<file path="src/logic/panel_irq_pkg.sv">
// Package for the front-panel interrupt request logic.
// Assumes a single 20 MHz clock; all timing counts derive from it.
package panel_irq_pkg;
    localparam int unsigned CLOCK_HZ        = 20_000_000;
    localparam int unsigned DEBOUNCE_MS     = 10;
    localparam int unsigned FIRE_NS         = 500;
    // Least fire time rounds up to whole cycles; the debounce count has no round-up
    localparam int unsigned DEBOUNCE_CYCLES = (DEBOUNCE_MS * (CLOCK_HZ / 1000) + 0) ;
    localparam int unsigned FIRE_CYCLES     = (FIRE_NS * (CLOCK_HZ / 1_000_000) + 999) / 1000;
    localparam int unsigned SWITCH_COUNT    = 8;
    localparam int unsigned ID_WIDTH        = 3;
    localparam int unsigned ID_LSB          = 3;
    localparam int unsigned LOCAL_IRQ_LINE  = 7;
    localparam logic [7:0]  PORT_SYS_IRQ    = 8'hFC;
    localparam logic [7:0]  PORT_LOCAL_IRQ  = 8'hFA;
    localparam logic [7:0]  PORT_LOCAL_MASK = 8'hF0;
    localparam logic [7:0]  LATCH_RESET     = 8'h00;

    typedef enum logic [1:0] {
        ACK_IDLE   = 2'b00,
        ACK_SELECT = 2'b01,
        ACK_CLEAR  = 2'b10
    } ack_state_t;

    typedef struct packed {
        logic [ID_WIDTH-1:0] addr;
        logic                data;
        logic                enable;
    } latch_write_t;

    typedef struct packed {
        logic local_irq_ctl_select_n;
        logic sys_irq_ctl_select_n;
        logic local_buffer_enable_n;
        logic port_addr_lsb;
    } port_select_t;
endpackage : panel_irq_pkg

</file>
<file path="src/logic/panel_interrupt_request_logic.sv">
// Front-panel interrupt request logic: encoder, debounce, switch latch,
// acknowledge clearing and interrupt controller port selects.
// Assumes one 20 MHz clock, synchronous inputs, active-low bus lines.
//
// Overview of operation
// Encoder gives 3-bit code of lowest-numbered pressed switch.
// Any pressed switch drives group-active low and enable-out high.
// Group-active starts 10 ms timer; enable-out arms following 500 ns timer.
// Latch takes encoder code via ID multiplexer when second timer fires.
// Idle acknowledge counter holds latch data high, setting addressed bit.
// Latch outputs wire-ORed with matching active-low bus interrupt lines.
// System controller puts serviced switch on data bits 3-5, interval 8.
// During acknowledge the multiplexer routes data bits 3-5 to latch address.
// During acknowledge the latch data input is driven low.
// Counter then pulses latch enable, clearing the serviced switch bit.
// Software must not use call interval 4; wrong bit would clear.
// Port decoder makes separate local and system controller selects.
// Reads return status, writes deliver commands; address LSB qualifies.
// System controller select gated by processor address-drive enable.
// Internal ports except system controller also enable local buffers.
// System controller on processor bus; local controller via buffers.
// Any local controller request raises system interrupt line 7.
// System controller runs fully nested, line 0 highest priority.
// Reset clears all latch bits and idles acknowledge counter.
module panel_interrupt_request_logic #(
    parameter int unsigned N               = panel_irq_pkg::SWITCH_COUNT,
    parameter int unsigned DEBOUNCE_CYCLES = panel_irq_pkg::DEBOUNCE_CYCLES,
    parameter int unsigned FIRE_CYCLES     = panel_irq_pkg::FIRE_CYCLES
) (
    input  wire logic         clock,
    input  wire logic         rst_n,
    input  wire logic [N-1:0] switch_n,
    input  wire logic [N-1:0] bus_irq_n,
    input  wire logic         local_ctl_irq,
    input  wire logic         irq_ack_strobe_n,
    input  wire logic         ack_second_cycle,
    input  wire logic [7:0]   cpu_data,
    input  wire logic [7:0]   port_addr,
    input  wire logic         io_read_n,
    input  wire logic         io_write_n,
    input  wire logic         cpu_addr_drive_enable_n,
    output logic [N-1:0]      sys_irq_req,
    output logic [N-1:0]      switch_latch,
    output logic              local_irq_ctl_select_n,
    output logic              sys_irq_ctl_select_n,
    output logic              local_buffer_enable_n,
    output logic              port_addr_lsb,
    output logic              sys_ctl_on_cpu_bus,
    output logic              ack_counter_phase_b
);
    localparam int unsigned W  = panel_irq_pkg::ID_WIDTH;
    localparam int unsigned DW = $clog2(DEBOUNCE_CYCLES + 1);
    localparam int unsigned FW = $clog2(FIRE_CYCLES + 1);

    // Encoder
    logic [W-1:0] enc_code;
    logic         group_active_out;
    logic         enable_chain_out;

    switch_encoder #(
        .N (N),
        .W (W)
    ) u_encoder (
        .switch_n         (switch_n),
        .code             (enc_code),
        .group_active_out (group_active_out),
        .enable_chain_out (enable_chain_out)
    );

    // Debounce timers
    logic [DW-1:0] debounce_count;
    logic          debounce_run;
    logic [FW-1:0] fire_count;
    logic          fire_run;
    logic          fire_pulse;

    wire logic debounce_done = debounce_run && (debounce_count == DW'(DEBOUNCE_CYCLES - 1));
    wire logic fire_done     = fire_run && (fire_count == FW'(FIRE_CYCLES - 1));

    // Timer restarts only when the switch is released and pressed again
    always_ff @(posedge clock or negedge rst_n) begin
        if (!rst_n) begin
            debounce_run   <= 1'b0;
            debounce_count <= '0;
        end else if (group_active_out) begin
            debounce_run   <= 1'b0;
            debounce_count <= '0;
        end else if (!debounce_run && debounce_count == '0) begin
            debounce_run   <= 1'b1;
        end else if (debounce_run) begin
            debounce_count <= debounce_done ? debounce_count : debounce_count + 1'b1;
            debounce_run   <= !debounce_done;
        end
    end

    always_ff @(posedge clock or negedge rst_n) begin
        if (!rst_n) begin
            fire_run   <= 1'b0;
            fire_count <= '0;
            fire_pulse <= 1'b0;
        end else begin
            fire_pulse <= fire_done;
            if (debounce_done && enable_chain_out) begin
                fire_run   <= 1'b1;
                fire_count <= '0;
            end else if (fire_done) begin
                fire_run   <= 1'b0;
            end else if (fire_run) begin
                fire_count <= fire_count + 1'b1;
            end
        end
    end

    // Acknowledge counter
    panel_irq_pkg::ack_state_t state;
    panel_irq_pkg::ack_state_t next_state;
    logic ack_strobe_prev;

    wire logic ack_edge = ack_strobe_prev && !irq_ack_strobe_n && ack_second_cycle;

    always_comb begin
        case (state)
            panel_irq_pkg::ACK_IDLE:   next_state = ack_edge ? panel_irq_pkg::ACK_SELECT : panel_irq_pkg::ACK_IDLE;
            panel_irq_pkg::ACK_SELECT: next_state = panel_irq_pkg::ACK_CLEAR;
            panel_irq_pkg::ACK_CLEAR:  next_state = panel_irq_pkg::ACK_IDLE;
            default:                   next_state = panel_irq_pkg::ACK_IDLE;
        endcase
    end

    always_ff @(posedge clock or negedge rst_n) begin
        if (!rst_n) begin
            state           <= panel_irq_pkg::ACK_IDLE;
            ack_strobe_prev <= 1'b1;
        end else begin
            state           <= next_state;
            ack_strobe_prev <= irq_ack_strobe_n;
        end
    end

    // ID multiplexer and latch write port
    logic [W-1:0] ack_id;
    wire logic    phase_b = (state != panel_irq_pkg::ACK_IDLE);
    panel_irq_pkg::latch_write_t lw;

    // Serviced number captured while the strobe is low; interval 8 assumed
    always_ff @(posedge clock or negedge rst_n) begin
        if (!rst_n) begin
            ack_id <= '0;
        end else if (ack_edge) begin
            ack_id <= cpu_data[panel_irq_pkg::ID_LSB +: W];
        end
    end

    // A set that meets a busy acknowledge counter waits for idle instead of being lost
    logic set_pending;
    always_ff @(posedge clock or negedge rst_n) begin
        if (!rst_n) begin
            set_pending <= 1'b0;
        end else if (fire_pulse && phase_b) begin
            set_pending <= 1'b1;
        end else if (!phase_b) begin
            set_pending <= 1'b0;
        end
    end

    wire logic set_write = (fire_pulse || set_pending) && !phase_b;

    assign lw.addr   = phase_b ? ack_id : enc_code;
    assign lw.data   = !phase_b;
    assign lw.enable = (state == panel_irq_pkg::ACK_CLEAR) || set_write;

    // Switch latch; a set held back by the clear is written once the counter idles
    logic [N-1:0] latch_bits;
    always_ff @(posedge clock or negedge rst_n) begin
        if (!rst_n) begin
            latch_bits <= panel_irq_pkg::LATCH_RESET[N-1:0];
        end else if (lw.enable) begin
            latch_bits[lw.addr] <= lw.data;
        end
    end

    // Request lines; line 7 also carries the local controller
    logic [N-1:0] next_req;
    generate
        for (genvar i = 0; i < N; i++) begin : g_req
            if (i == panel_irq_pkg::LOCAL_IRQ_LINE) begin : g_local
                assign next_req[i] = latch_bits[i] || !bus_irq_n[i] || local_ctl_irq;
            end else begin : g_plain
                assign next_req[i] = latch_bits[i] || !bus_irq_n[i];
            end
        end
    endgenerate

    // Port decoder
    wire logic io_cycle  = !io_read_n || !io_write_n;
    wire logic hit_sys   = io_cycle && (port_addr[7:1] == panel_irq_pkg::PORT_SYS_IRQ[7:1]);
    wire logic hit_local = io_cycle && (port_addr[7:1] == panel_irq_pkg::PORT_LOCAL_IRQ[7:1]);
    wire logic hit_int   = io_cycle && ((port_addr & panel_irq_pkg::PORT_LOCAL_MASK) == panel_irq_pkg::PORT_LOCAL_MASK);
    panel_irq_pkg::port_select_t next_sel;

    assign next_sel.sys_irq_ctl_select_n   = !(hit_sys && !cpu_addr_drive_enable_n);
    assign next_sel.local_irq_ctl_select_n = !hit_local;
    assign next_sel.local_buffer_enable_n  = !(hit_int && !hit_sys);
    assign next_sel.port_addr_lsb          = port_addr[0];

    always_ff @(posedge clock or negedge rst_n) begin
        if (!rst_n) begin
            sys_irq_req            <= '0;
            switch_latch           <= '0;
            local_irq_ctl_select_n <= 1'b1;
            sys_irq_ctl_select_n   <= 1'b1;
            local_buffer_enable_n  <= 1'b1;
            port_addr_lsb          <= 1'b0;
            sys_ctl_on_cpu_bus     <= 1'b0;
            ack_counter_phase_b    <= 1'b0;
        end else begin
            sys_irq_req            <= next_req;
            switch_latch           <= latch_bits;
            local_irq_ctl_select_n <= next_sel.local_irq_ctl_select_n;
            sys_irq_ctl_select_n   <= next_sel.sys_irq_ctl_select_n;
            local_buffer_enable_n  <= next_sel.local_buffer_enable_n;
            port_addr_lsb          <= next_sel.port_addr_lsb;
            sys_ctl_on_cpu_bus     <= !next_sel.sys_irq_ctl_select_n;
            ack_counter_phase_b    <= phase_b;
        end
    end
endmodule : panel_interrupt_request_logic

</file>
<file path="src/logic/switch_encoder.sv">
// Priority encoder for the front-panel switches.
// Assumes active-low switch inputs, already synchronous to the clock.
module switch_encoder #(
    parameter int unsigned N = panel_irq_pkg::SWITCH_COUNT,
    parameter int unsigned W = panel_irq_pkg::ID_WIDTH
) (
    input  wire logic [N-1:0] switch_n,
    output logic      [W-1:0] code,
    output logic              group_active_out,
    output logic              enable_chain_out
);
    function automatic logic [W-1:0] lowest(input logic [N-1:0] act);
        logic [W-1:0] r;
        r = '0;
        for (int i = N - 1; i >= 0; i--) begin
            if (act[i]) begin
                r = W'(i);
            end
        end
        return r;
    endfunction : lowest

    wire logic [N-1:0] active = ~switch_n;
    assign code             = lowest(active);
    assign group_active_out = ~|active;
    assign enable_chain_out = |active;
endmodule : switch_encoder

</file>
<file path="config.mk">
export PLATFORM = sky130hd
export DESIGN_NAME = panel_interrupt_request_logic
export DESIGN_NICKNAME = d
export VERILOG_FILES = /design/src/logic/panel_irq_pkg.sv /design/src/logic/panel_interrupt_request_logic.sv /design/src/logic/switch_encoder.sv
export SDC_FILE = /design/constraint.sdc
export NUM_CORES = 1
export LEC_CHECK = 0
export ABC_AREA = 1
export BUFFER_PORTS_ARGS = -buffer_cell sky130_fd_sc_hd__clkbuf_2
export CORE_ASPECT_RATIO = 1.75
export CORE_MARGIN = 2
export CORE_UTILIZATION = 40
export DETAILED_ROUTE_END_ITERATION = 10
export MAX_ROUTING_LAYER = met4
export SLEW_MARGIN = 20
export SYNTH_ARGS = -nofsm -noshare
export SYNTH_HDL_FRONTEND = slang
export SYNTH_SLANG_ARGS = --single-unit
</file>
<file path="constraint.sdc">
create_clock -name clock -period 2.2 [get_ports clock]
set_input_delay 0.33 -clock clock [delete_from_list [all_inputs] [get_ports clock]]
set_output_delay 0.33 -clock clock [all_outputs]
set_load 0.05 [all_outputs]
</file>
# == Yosys cells after proc, flatten, opt, wreduce, memory -nomap -nowiden ==
# Cells that the tools add are included.
# totals
reg_bits,62
input_bits,40
elab_cells,116
# classes
n_addsub,2
n_lt_le_gt_ge,2
n_eq_ne,12
muxes,28
bitwise_logic,1
n_reduce_logical,53
# ops
operator,count
$mux W18,4
$mux W3,9
$logic_not A1 Y1,19
$add A18 B1 Y18 const B,1
$eq A18 B18 Y1 const B,1
$logic_not A18 Y1,1
$eq A7 B7 Y1 const B,2
$logic_and A1 B1 Y1,14
$logic_or A1 B1 Y1,12
$mux W4,3
$mux W1,9
$bwmux W8,1
$eq A4 B4 Y1 const B,2
$not A8 Y8,1
$reduce_or A8 Y1,1
$ne A2 B1 Y1 const B,3
$reduce_bool A2 Y1,3
$add A4 B1 Y4 const B,1
$lt A3 B4 Y1 const B,1
$ne A2 B2 Y1 const B,2
$pmux W2 S2,1
$demux W1 S3,1
$ge A3 B1 Y1 const B,1
$reduce_and A3 Y1,1
4 further kinds,4

# == Depth between registers and ports, before layout ==
# Gate-level depths: netlist of the first run.
# logic_depth
depth_word,15
mapped_depth,12

# == Cells and area by module ==
# From an unflattened synthesis of the first run, not the netlist that was laid out.
# unflattened
hier_cells,359
area_unflattened_um2,2966.6
# by_module_without_submodules
module,instances,cells_per_inst,area_each_um2
panel_interrupt_request_logic,1,341,2882.8
switch_encoder,1,18,83.8

# == Worst setup path after synthesis of the first run ==
# OpenSTA, ideal clock, no wires.
# synth_path
path_kind,register to register
from,register debounce_count[0]
to,register debounce_count[15]
setup_time_ns,0.118
t_arrival_ns,1.433
t_required_ns,2.082
path_slack_ns,0.649
path_stages_with_launch,10
n_path_buf,1
path_cell_list,dfrtp_1 ha_1 nand3_1 nor2_2 inv_2 nor2_4 nor2_2 buf_2 nand3_1 nand2_1
# synth_between
elab_chain_len,5
elab_cells_between_ends,12
# synth_rtl
element,line_no,text
start: declaration,panel_interrupt_request_logic.sv:71,logic [DW-1:0] debounce_count;
start signal: assignment,panel_interrupt_request_logic.sv:91,debounce_count <= debounce_done ? debounce_count : debounce_count + 1'b1;
$add A18 B1 Y18,panel_interrupt_request_logic.sv:91,
$mux W18,panel_interrupt_request_logic.sv:91,
$mux W18,panel_interrupt_request_logic.sv:90,end else if (debounce_run) begin
$mux W18,panel_interrupt_request_logic.sv:88,end else if (!debounce_run && debounce_count == '0) begin
$mux W18,panel_interrupt_request_logic.sv:85,end else if (group_active_out) begin
# Parallel ways exist; a longest one is shown, timed or not. The select of a mux whose other input is x is not followed.
# A chain may end at the register's enable or synchronous reset.

# == Worst setup path after layout of the first run ==
# layout_path
from,register debounce_count[0]
to,register debounce_count[17]
# The elaborated chain is that of the path after synthesis.

==> out/results.txt, run 1 <==
Slew Viols, Final: 0
LEAKAGE: 0.001897 uW
Final ANT Viol Nets: 0
Total GRT Usage: 17.76%
cell accounting for the most synthesized area: dfrtp_1
pre-CTS setup slack: 0.2954 ns
number of global-route vias before repair: 2,513
ys flop type: dfrtp_1
Max Cap Viol: 0
CP Max Fanout: 12
GR Overflow Total: 0
# port buffers: 56
htree depth: 3
layout cells sized above 1: 23.39%
worst skew pair latency: 0.33 ns
setup ws final: 0.2997 ns
Clk Tree Root Cell: clkbuf_16
Post-CTS Setup Inserts: 0
Avg WL per Cell: 12.49 microns
Crit Path Category: reg -> reg
Post-synth EDFFs: 0
Post-synth top cells: 115 x nand2_1, 58 x dfrtp_1, 39 x inv_1
die height: 118.1 microns
largest net degree at the start of global routing: 30
CTS tree: done
Avg Synthesized Cell Area: 8.223 sq um
area of the multi-input gates: 0.001234 sq mm
sequential element share of the synthesized area: 52.29%
Filler cells: 680
Req. time, crit path: 2.46 ns
clock sinks: 62
share of synthesized flip-flops with an asynchronous set or reset: 100.0%
hpwl dp: 5030 microns
Via Count: 2,595
syn nets: 406
post-layout min period: 1.900 ns
most frequent cell after synthesis: nand2_1
Die X: 69.21 microns
DR pass1 iterations: 4
Critical Path Source Type: register
CP Capture Type: register
Max clock buf depth: 2
final net count: 475
Boundary Pins: 62
row cnt: 41
CP arrival: 2.16 ns
Area Growth Syn to Fin: 25.56%
initial antenna violation count: 1
number of gates resized after cts: 0
Area contributors post-synth: dfrtp_1 49%, nand2_1 15%, nand3_1 5.0%
Worst Skew: 0.008803 ns
synth unique cells: 27
Slew headroom: 53.17%
maximum vdd drop: 0.7568 mV
RSZ-0062 raised after global routing: no
setup_tns: 0 ns
DR iter-0 viols: 151
RD Place Congestion: 0.9410
Worst-path clk slew: 0.06 ns
Synth Instances: 362
cts-stage hold buffer count: 0
first-pass GRT wire length: 11,070 microns
drt drc: 0
top cell type's share of synthesized area: 48.76%
#FFs+latches synth: 62
Final Cycle Share: 86.38%
core area: 0.007233 sq mm
Setup Viol. Count Final: 0
run status: completed
DR vias/cell: 4.962
Final Hold Fails: 0
Starting Density: 41.15%
Post-Route WL: 6532 microns
Mapped Area: 0.002977 sq mm
pwr/cell area: 1034 mW/mm^2
DIE AREA: 0.008175 sq mm
Peak Freq: 526.2 MHz
Inserted Clock Buffers: 9
Seq. cell area: 0.001556 sq mm
Ys Warns: 0
Slew @ Worst Pin: 0.6970 ns
Hold Path Class: in -> async
[routing by layer]
metal | vias up | GRT usage, % | share of wire, %
met4 | 0 | 12.13 | 5.6
li1 | 1307 | - | -
met5 | - | - | 0
met1 | 1179 | 18.80 | 39
met2 | 85 | 29.09 | 50
met3 | 24 | 3.938 | 5.0
[logic make-up after synthesis]
kind of cell	share of synthesized area, %
XOR/XNOR	2.648
buffers and inverters	6.263
AO/OA/AOI/OAI	2.480
flip-flops	52.29
adder cells (fa/ha/maj)	1.681
AND/OR/NAND/NOR	33.50
multiplexers	1.135
[power by group]
group | internal (uW) | switching (uW) | total (uW)
Clock | 1100 | 491 | 1590
Sequential | 1360 | 136 | 1490
Combinational | 211 | 569 | 780
Total | 2670 | 1200 | 3860
[final cells by class]
| cell class | count | share of cell area, % |
|---|---|---|
| antenna | 1 | 0.06696 |
| clock buffer | 9 | 6.026 |
| clock inverter | 7 | 3.013 |
| inverter | 43 | 4.319 |
| multi-input combinational | 253 | 33.01 |
| sequential | 62 | 41.65 |
| tap | 86 | 2.879 |
| timing repair buffer | 62 | 9.039 |
[cells in the final DEF (no fill, tap or decap)]
master	n
buf_4	5
clkbuf_2	56
clkbuf_16	9
o21ai_2	1
nand2_1	115
xor2_1	9
nand3b_1	1
inv_1	39
nand3_1	30
a21oi_1	5
buf_12	1
bufinv_16	3
diode_2	1
nor3_2	2
nor3_1	4
nor4_1	2
dfstp_2	4
or2_2	3
dfrtp_1	58
nand4_1	21
or3b_2	1
inv_2	4
nor2_1	37
nor2_2	3
ha_1	4
nor2_4	2
or2_1	1
nand3_2	1
clkinv_2	3
clkinvlp_4	1
mux2_2	3
o21ai_0	8
[critical path: stages (launching register included)]
cell and delay (ns):
dfrtp_1 0.42, ha_1 0.26, nand3_1 0.15, nor2_2 0.26, inv_2 0.08, nor2_4 0.13, nor2_2 0.10, nor2_4 0.27
nand2_1 0.08, nand2_1 0.07
[flip-flops by register name, indices dropped and copies added, names as in the netlist, 2 cells and up]
name            cells
ack_id              3
debounce_count     18
fire_count          4
latch_bits          8
state               2
switch_latch        8
sys_irq_req         8
[stage by stage]
step / instance area, sq um / hold WS (ns) / utilization (%) / instances / total power (uW)
after floorplan: 2977 / 0.03441 / - / 362 / 2059
after global placement: 3397 / 0.3904 / 46.96 / 506 / 2278
after detailed placement: 3397 / 0.3898 / 46.96 / 506 / 2302
after CTS: 3735 / 0.04441 / 51.63 / 522 / 3905
after global routing: 3737 / 0.06882 / 51.67 / 523 / 4049
final: 3737 / 0.01530 / 51.67 / 523 / 3863
[final timing paths]
path	cells after the start	end	slack, ns	start
max	9	debounce_count[17]	0.30	debounce_count[0]
min	1	debounce_count[14]	0.02	rst_n
max reg2reg	9	debounce_count[17]	0.30	debounce_count[0]
min reg2reg	0	switch_latch[3]	0.40	latch_bits[3]
max in group asynchronous	2	sys_irq_req[2]	1.58	rst_n
min in group clock	1	ack_strobe_prev	0.09	irq_ack_strobe_n
(Power assumes the default switching activity.)
==> run 2, diff against run 1 <==
- clock period: 2.2 -> 1.8 ns (I/O delays scaled with it)
==> out/results.txt, run 2 (synthesis results as in run 1) <==
run status: completed (unchanged)
Seq. cell area: 0.001556 sq mm (unchanged)
Die X: 69.21 microns (unchanged)
# port buffers: 56 (unchanged)
Hold Path Origin: irq_ack_strobe_n
r2r startpoint: debounce_count[1] (was debounce_count[0])
GR Overflow Total: 0 (unchanged)
WHS: 0.03043 ns (was 0.01530 ns)
Area Growth Syn to Fin: 27.41% (was 25.56%)
first-pass GRT wire length: 11,670 microns (was 11,070 microns)
CP Max Fanout: 9 (was 12)
CP max stage cell: dfrtp_1 (unchanged)
DR pass1 iterations: 4 (unchanged)
Worst-path clk slew: 0.05 ns (was 0.06 ns)
WHS Path Cells: 1
Worst Skew: 0.01012 ns (was 0.008803 ns)
Starting Density: 41.15% (unchanged)
Req. time, crit path: 2.06 ns (was 2.46 ns)
DR iter-0 viols: 113 (was 151)
Via Count: 2,582 (was 2,595)
core area: 0.007233 sq mm (unchanged)
diode count: 0 (was 1)
hpwl dp: 5205 microns (was 5030 microns)
Avg WL per Cell: 12.85 microns (was 12.49 microns)
post-layout min period: 1.655 ns (was 1.900 ns)
Hold Crit Endpoint: ack_strobe_prev
layout cells sized above 1: 24.83% (was 23.39%)
Post-CTS Setup Inserts: 0 (unchanged)
Filler cells: 690 (was 680)
Final Cycle Share: 91.96% (was 86.38%)
largest net degree at the start of global routing: 63 (was 30)
worst skew pair latency: 0.33 ns (about the same)
final net count: 486 (was 475)
Slew @ Worst Pin: 0.4152 ns (was 0.6970 ns)
setup_tns: 0 ns (unchanged)
CP arrival: 1.92 ns (was 2.16 ns)
maximum vdd drop: 0.8337 mV (was 0.7568 mV)
number of global-route vias before repair: 2,538 (was 2,513)
most frequent cells in the layout: 115 x nand2_1, 58 x dfrtp_1, 56 x clkbuf_2 (unchanged)
Final ANT Viol Nets: 0 (unchanged)
Peak Freq: 604.1 MHz (was 526.2 MHz)
Boundary Pins: 62 (unchanged)
htree depth: 3 (unchanged)
max reg flops: 18 (unchanged)
Slew headroom: 72.32% (was 53.17%)
CP Capture Type: register (unchanged)
crit path cell chain: ha_1 -> nand3_1 -> nor2_4 -> inv_2 -> nor2_4 -> nor2_4 -> nor2_4 -> buf_12 -> nand2_1 -> nand2_1 (was ha_1 -> nand3_1 -> nor2_2 -> inv_2 -> nor2_4 -> nor2_2 -> nor2_4 -> nand2_1 -> nand2_1)
Post-Route WL: 6849 microns (was 6532 microns)
R2R Setup Slk: 0.14 ns (was 0.30 ns)
RSZ-0062 raised after global routing: no (unchanged)
LEAKAGE: 0.001934 uW (was 0.001897 uW)
area of the multi-input gates: 0.001244 sq mm (was 0.001234 sq mm)
DR vias/cell: 4.844 (was 4.962)
FF-to-FF path depth: 10 (was 9)
Hold Path Class: in -> reg (was in -> async)
row cnt: 41 (unchanged)
Reg with most FFs: debounce_count (unchanged)
Crit Path Category: reg -> reg (unchanged)
Inserted Clock Buffers: 9 (unchanged)
die height: 118.1 microns (unchanged)
Slew Viols, Final: 0 (unchanged)
Max Cap Viol: 0 (unchanged)
CP peak stage delay: 0.38 ns (was 0.42 ns)
clock sinks: 62 (unchanged)
Total GRT Usage: 18.83% (was 17.76%)
most common cell after layout, fill and taps aside: nand2_1 (unchanged)
Setup Viol. Count Final: 0 (unchanged)
pwr/cell area: 1166 mW/mm^2 (was 1034 mW/mm^2)
DIE AREA: 0.008175 sq mm (unchanged)
worst reg2reg endpoint: debounce_count[16] (was debounce_count[17])
CTS tree: done (unchanged)
Clk Tree Root Cell: clkbuf_16 (unchanged)
RD Place Congestion: 0.9046 (was 0.9410)
Max clock buf depth: 2 (unchanged)
Final Hold Fails: 0 (unchanged)
Critical Path Source Type: register (unchanged)
drt drc: 0 (unchanged)
initial antenna violation count: 0 (was 1)
Crit path top cell by count: nor2_4
[run 2: cell types whose count changed in the layout (fill, tap and decap cells not counted), sizes merged]
cell         delta
clkbuf          +4
diode           -1
clkinv          -1
buf            +10
dlygate4sd3     +1
bufinv          -3
[run 2: layout make-up]
| cell class | instances | share of cell area, % |
|---|---|---|
| Multi-Input combinational cell | 253 | 32.79 |
| Timing Repair Buffer | 73 | 11.48 |
| Clock buffer | 13 | 7.126 |
| Inverter | 43 | 4.256 |
| Tap cell | 86 | 2.837 |
| Clock inverter | 3 | 0.4619 |
| Sequential cell | 62 | 41.04 |
[run 2: per-stage QoR]
stage	instance area, sq um	utilization [%]	instances	worst slack [ns]	total power (uW)
2_1_floorplan	2977	-	362	0.2488	2516
3_3_place_gp	3485	48.18	516	0.1033	2800
3_5_place_dp	3485	48.18	516	0.07699	2819
4_1_cts	3782	52.29	533	0.06820	4473
5_1_grt	3792	52.43	533	0.002364	4656
6_report	3792	52.43	533	0.1447	4422
[run 2: metal layers]
metal	global-route usage, %	share of wire [%]	vias up
met3	3.938	3.9	13
li1	-	-	1320
met2	31.97	54	55
met4	9.926	3.0	0
met5	-	0	-
met1	20.39	39	1194
[run 2: worst max path at each step]
stage | start | end
finish | debounce_count[1] | debounce_count[16]
global route | state[0] | latch_bits[6]
CTS | debounce_count[1] | debounce_count[2]
detailed placement | debounce_count[1] | debounce_count[2]
global placement | debounce_count[1] | debounce_count[17]
floorplan | debounce_count[0] | debounce_count[15]
[run 2: worst max-delay path, delay by kind of cell (launching register included)]
family                     cells  cell delay [ns]
DFF                            1             0.38
buffers and inverters          2             0.19
and+or+nand+nor                7             0.83
adders and majority gates      1             0.18
[run 2: what timing repair did]
action / 4_1_cts / 5_1_grt
endpoints found under the hold margin: 58 / 0
resized for setup: 0 / 2
endpoints found under the setup margin: 0 / 15
hold buffers: 1 / 0
[run 2: power breakdown]
part / switching, uW / internal, uW
sequential: 153 / 1660
clock: 597 / 1040
combinational: 702 / 271
total: 1450 / 2970
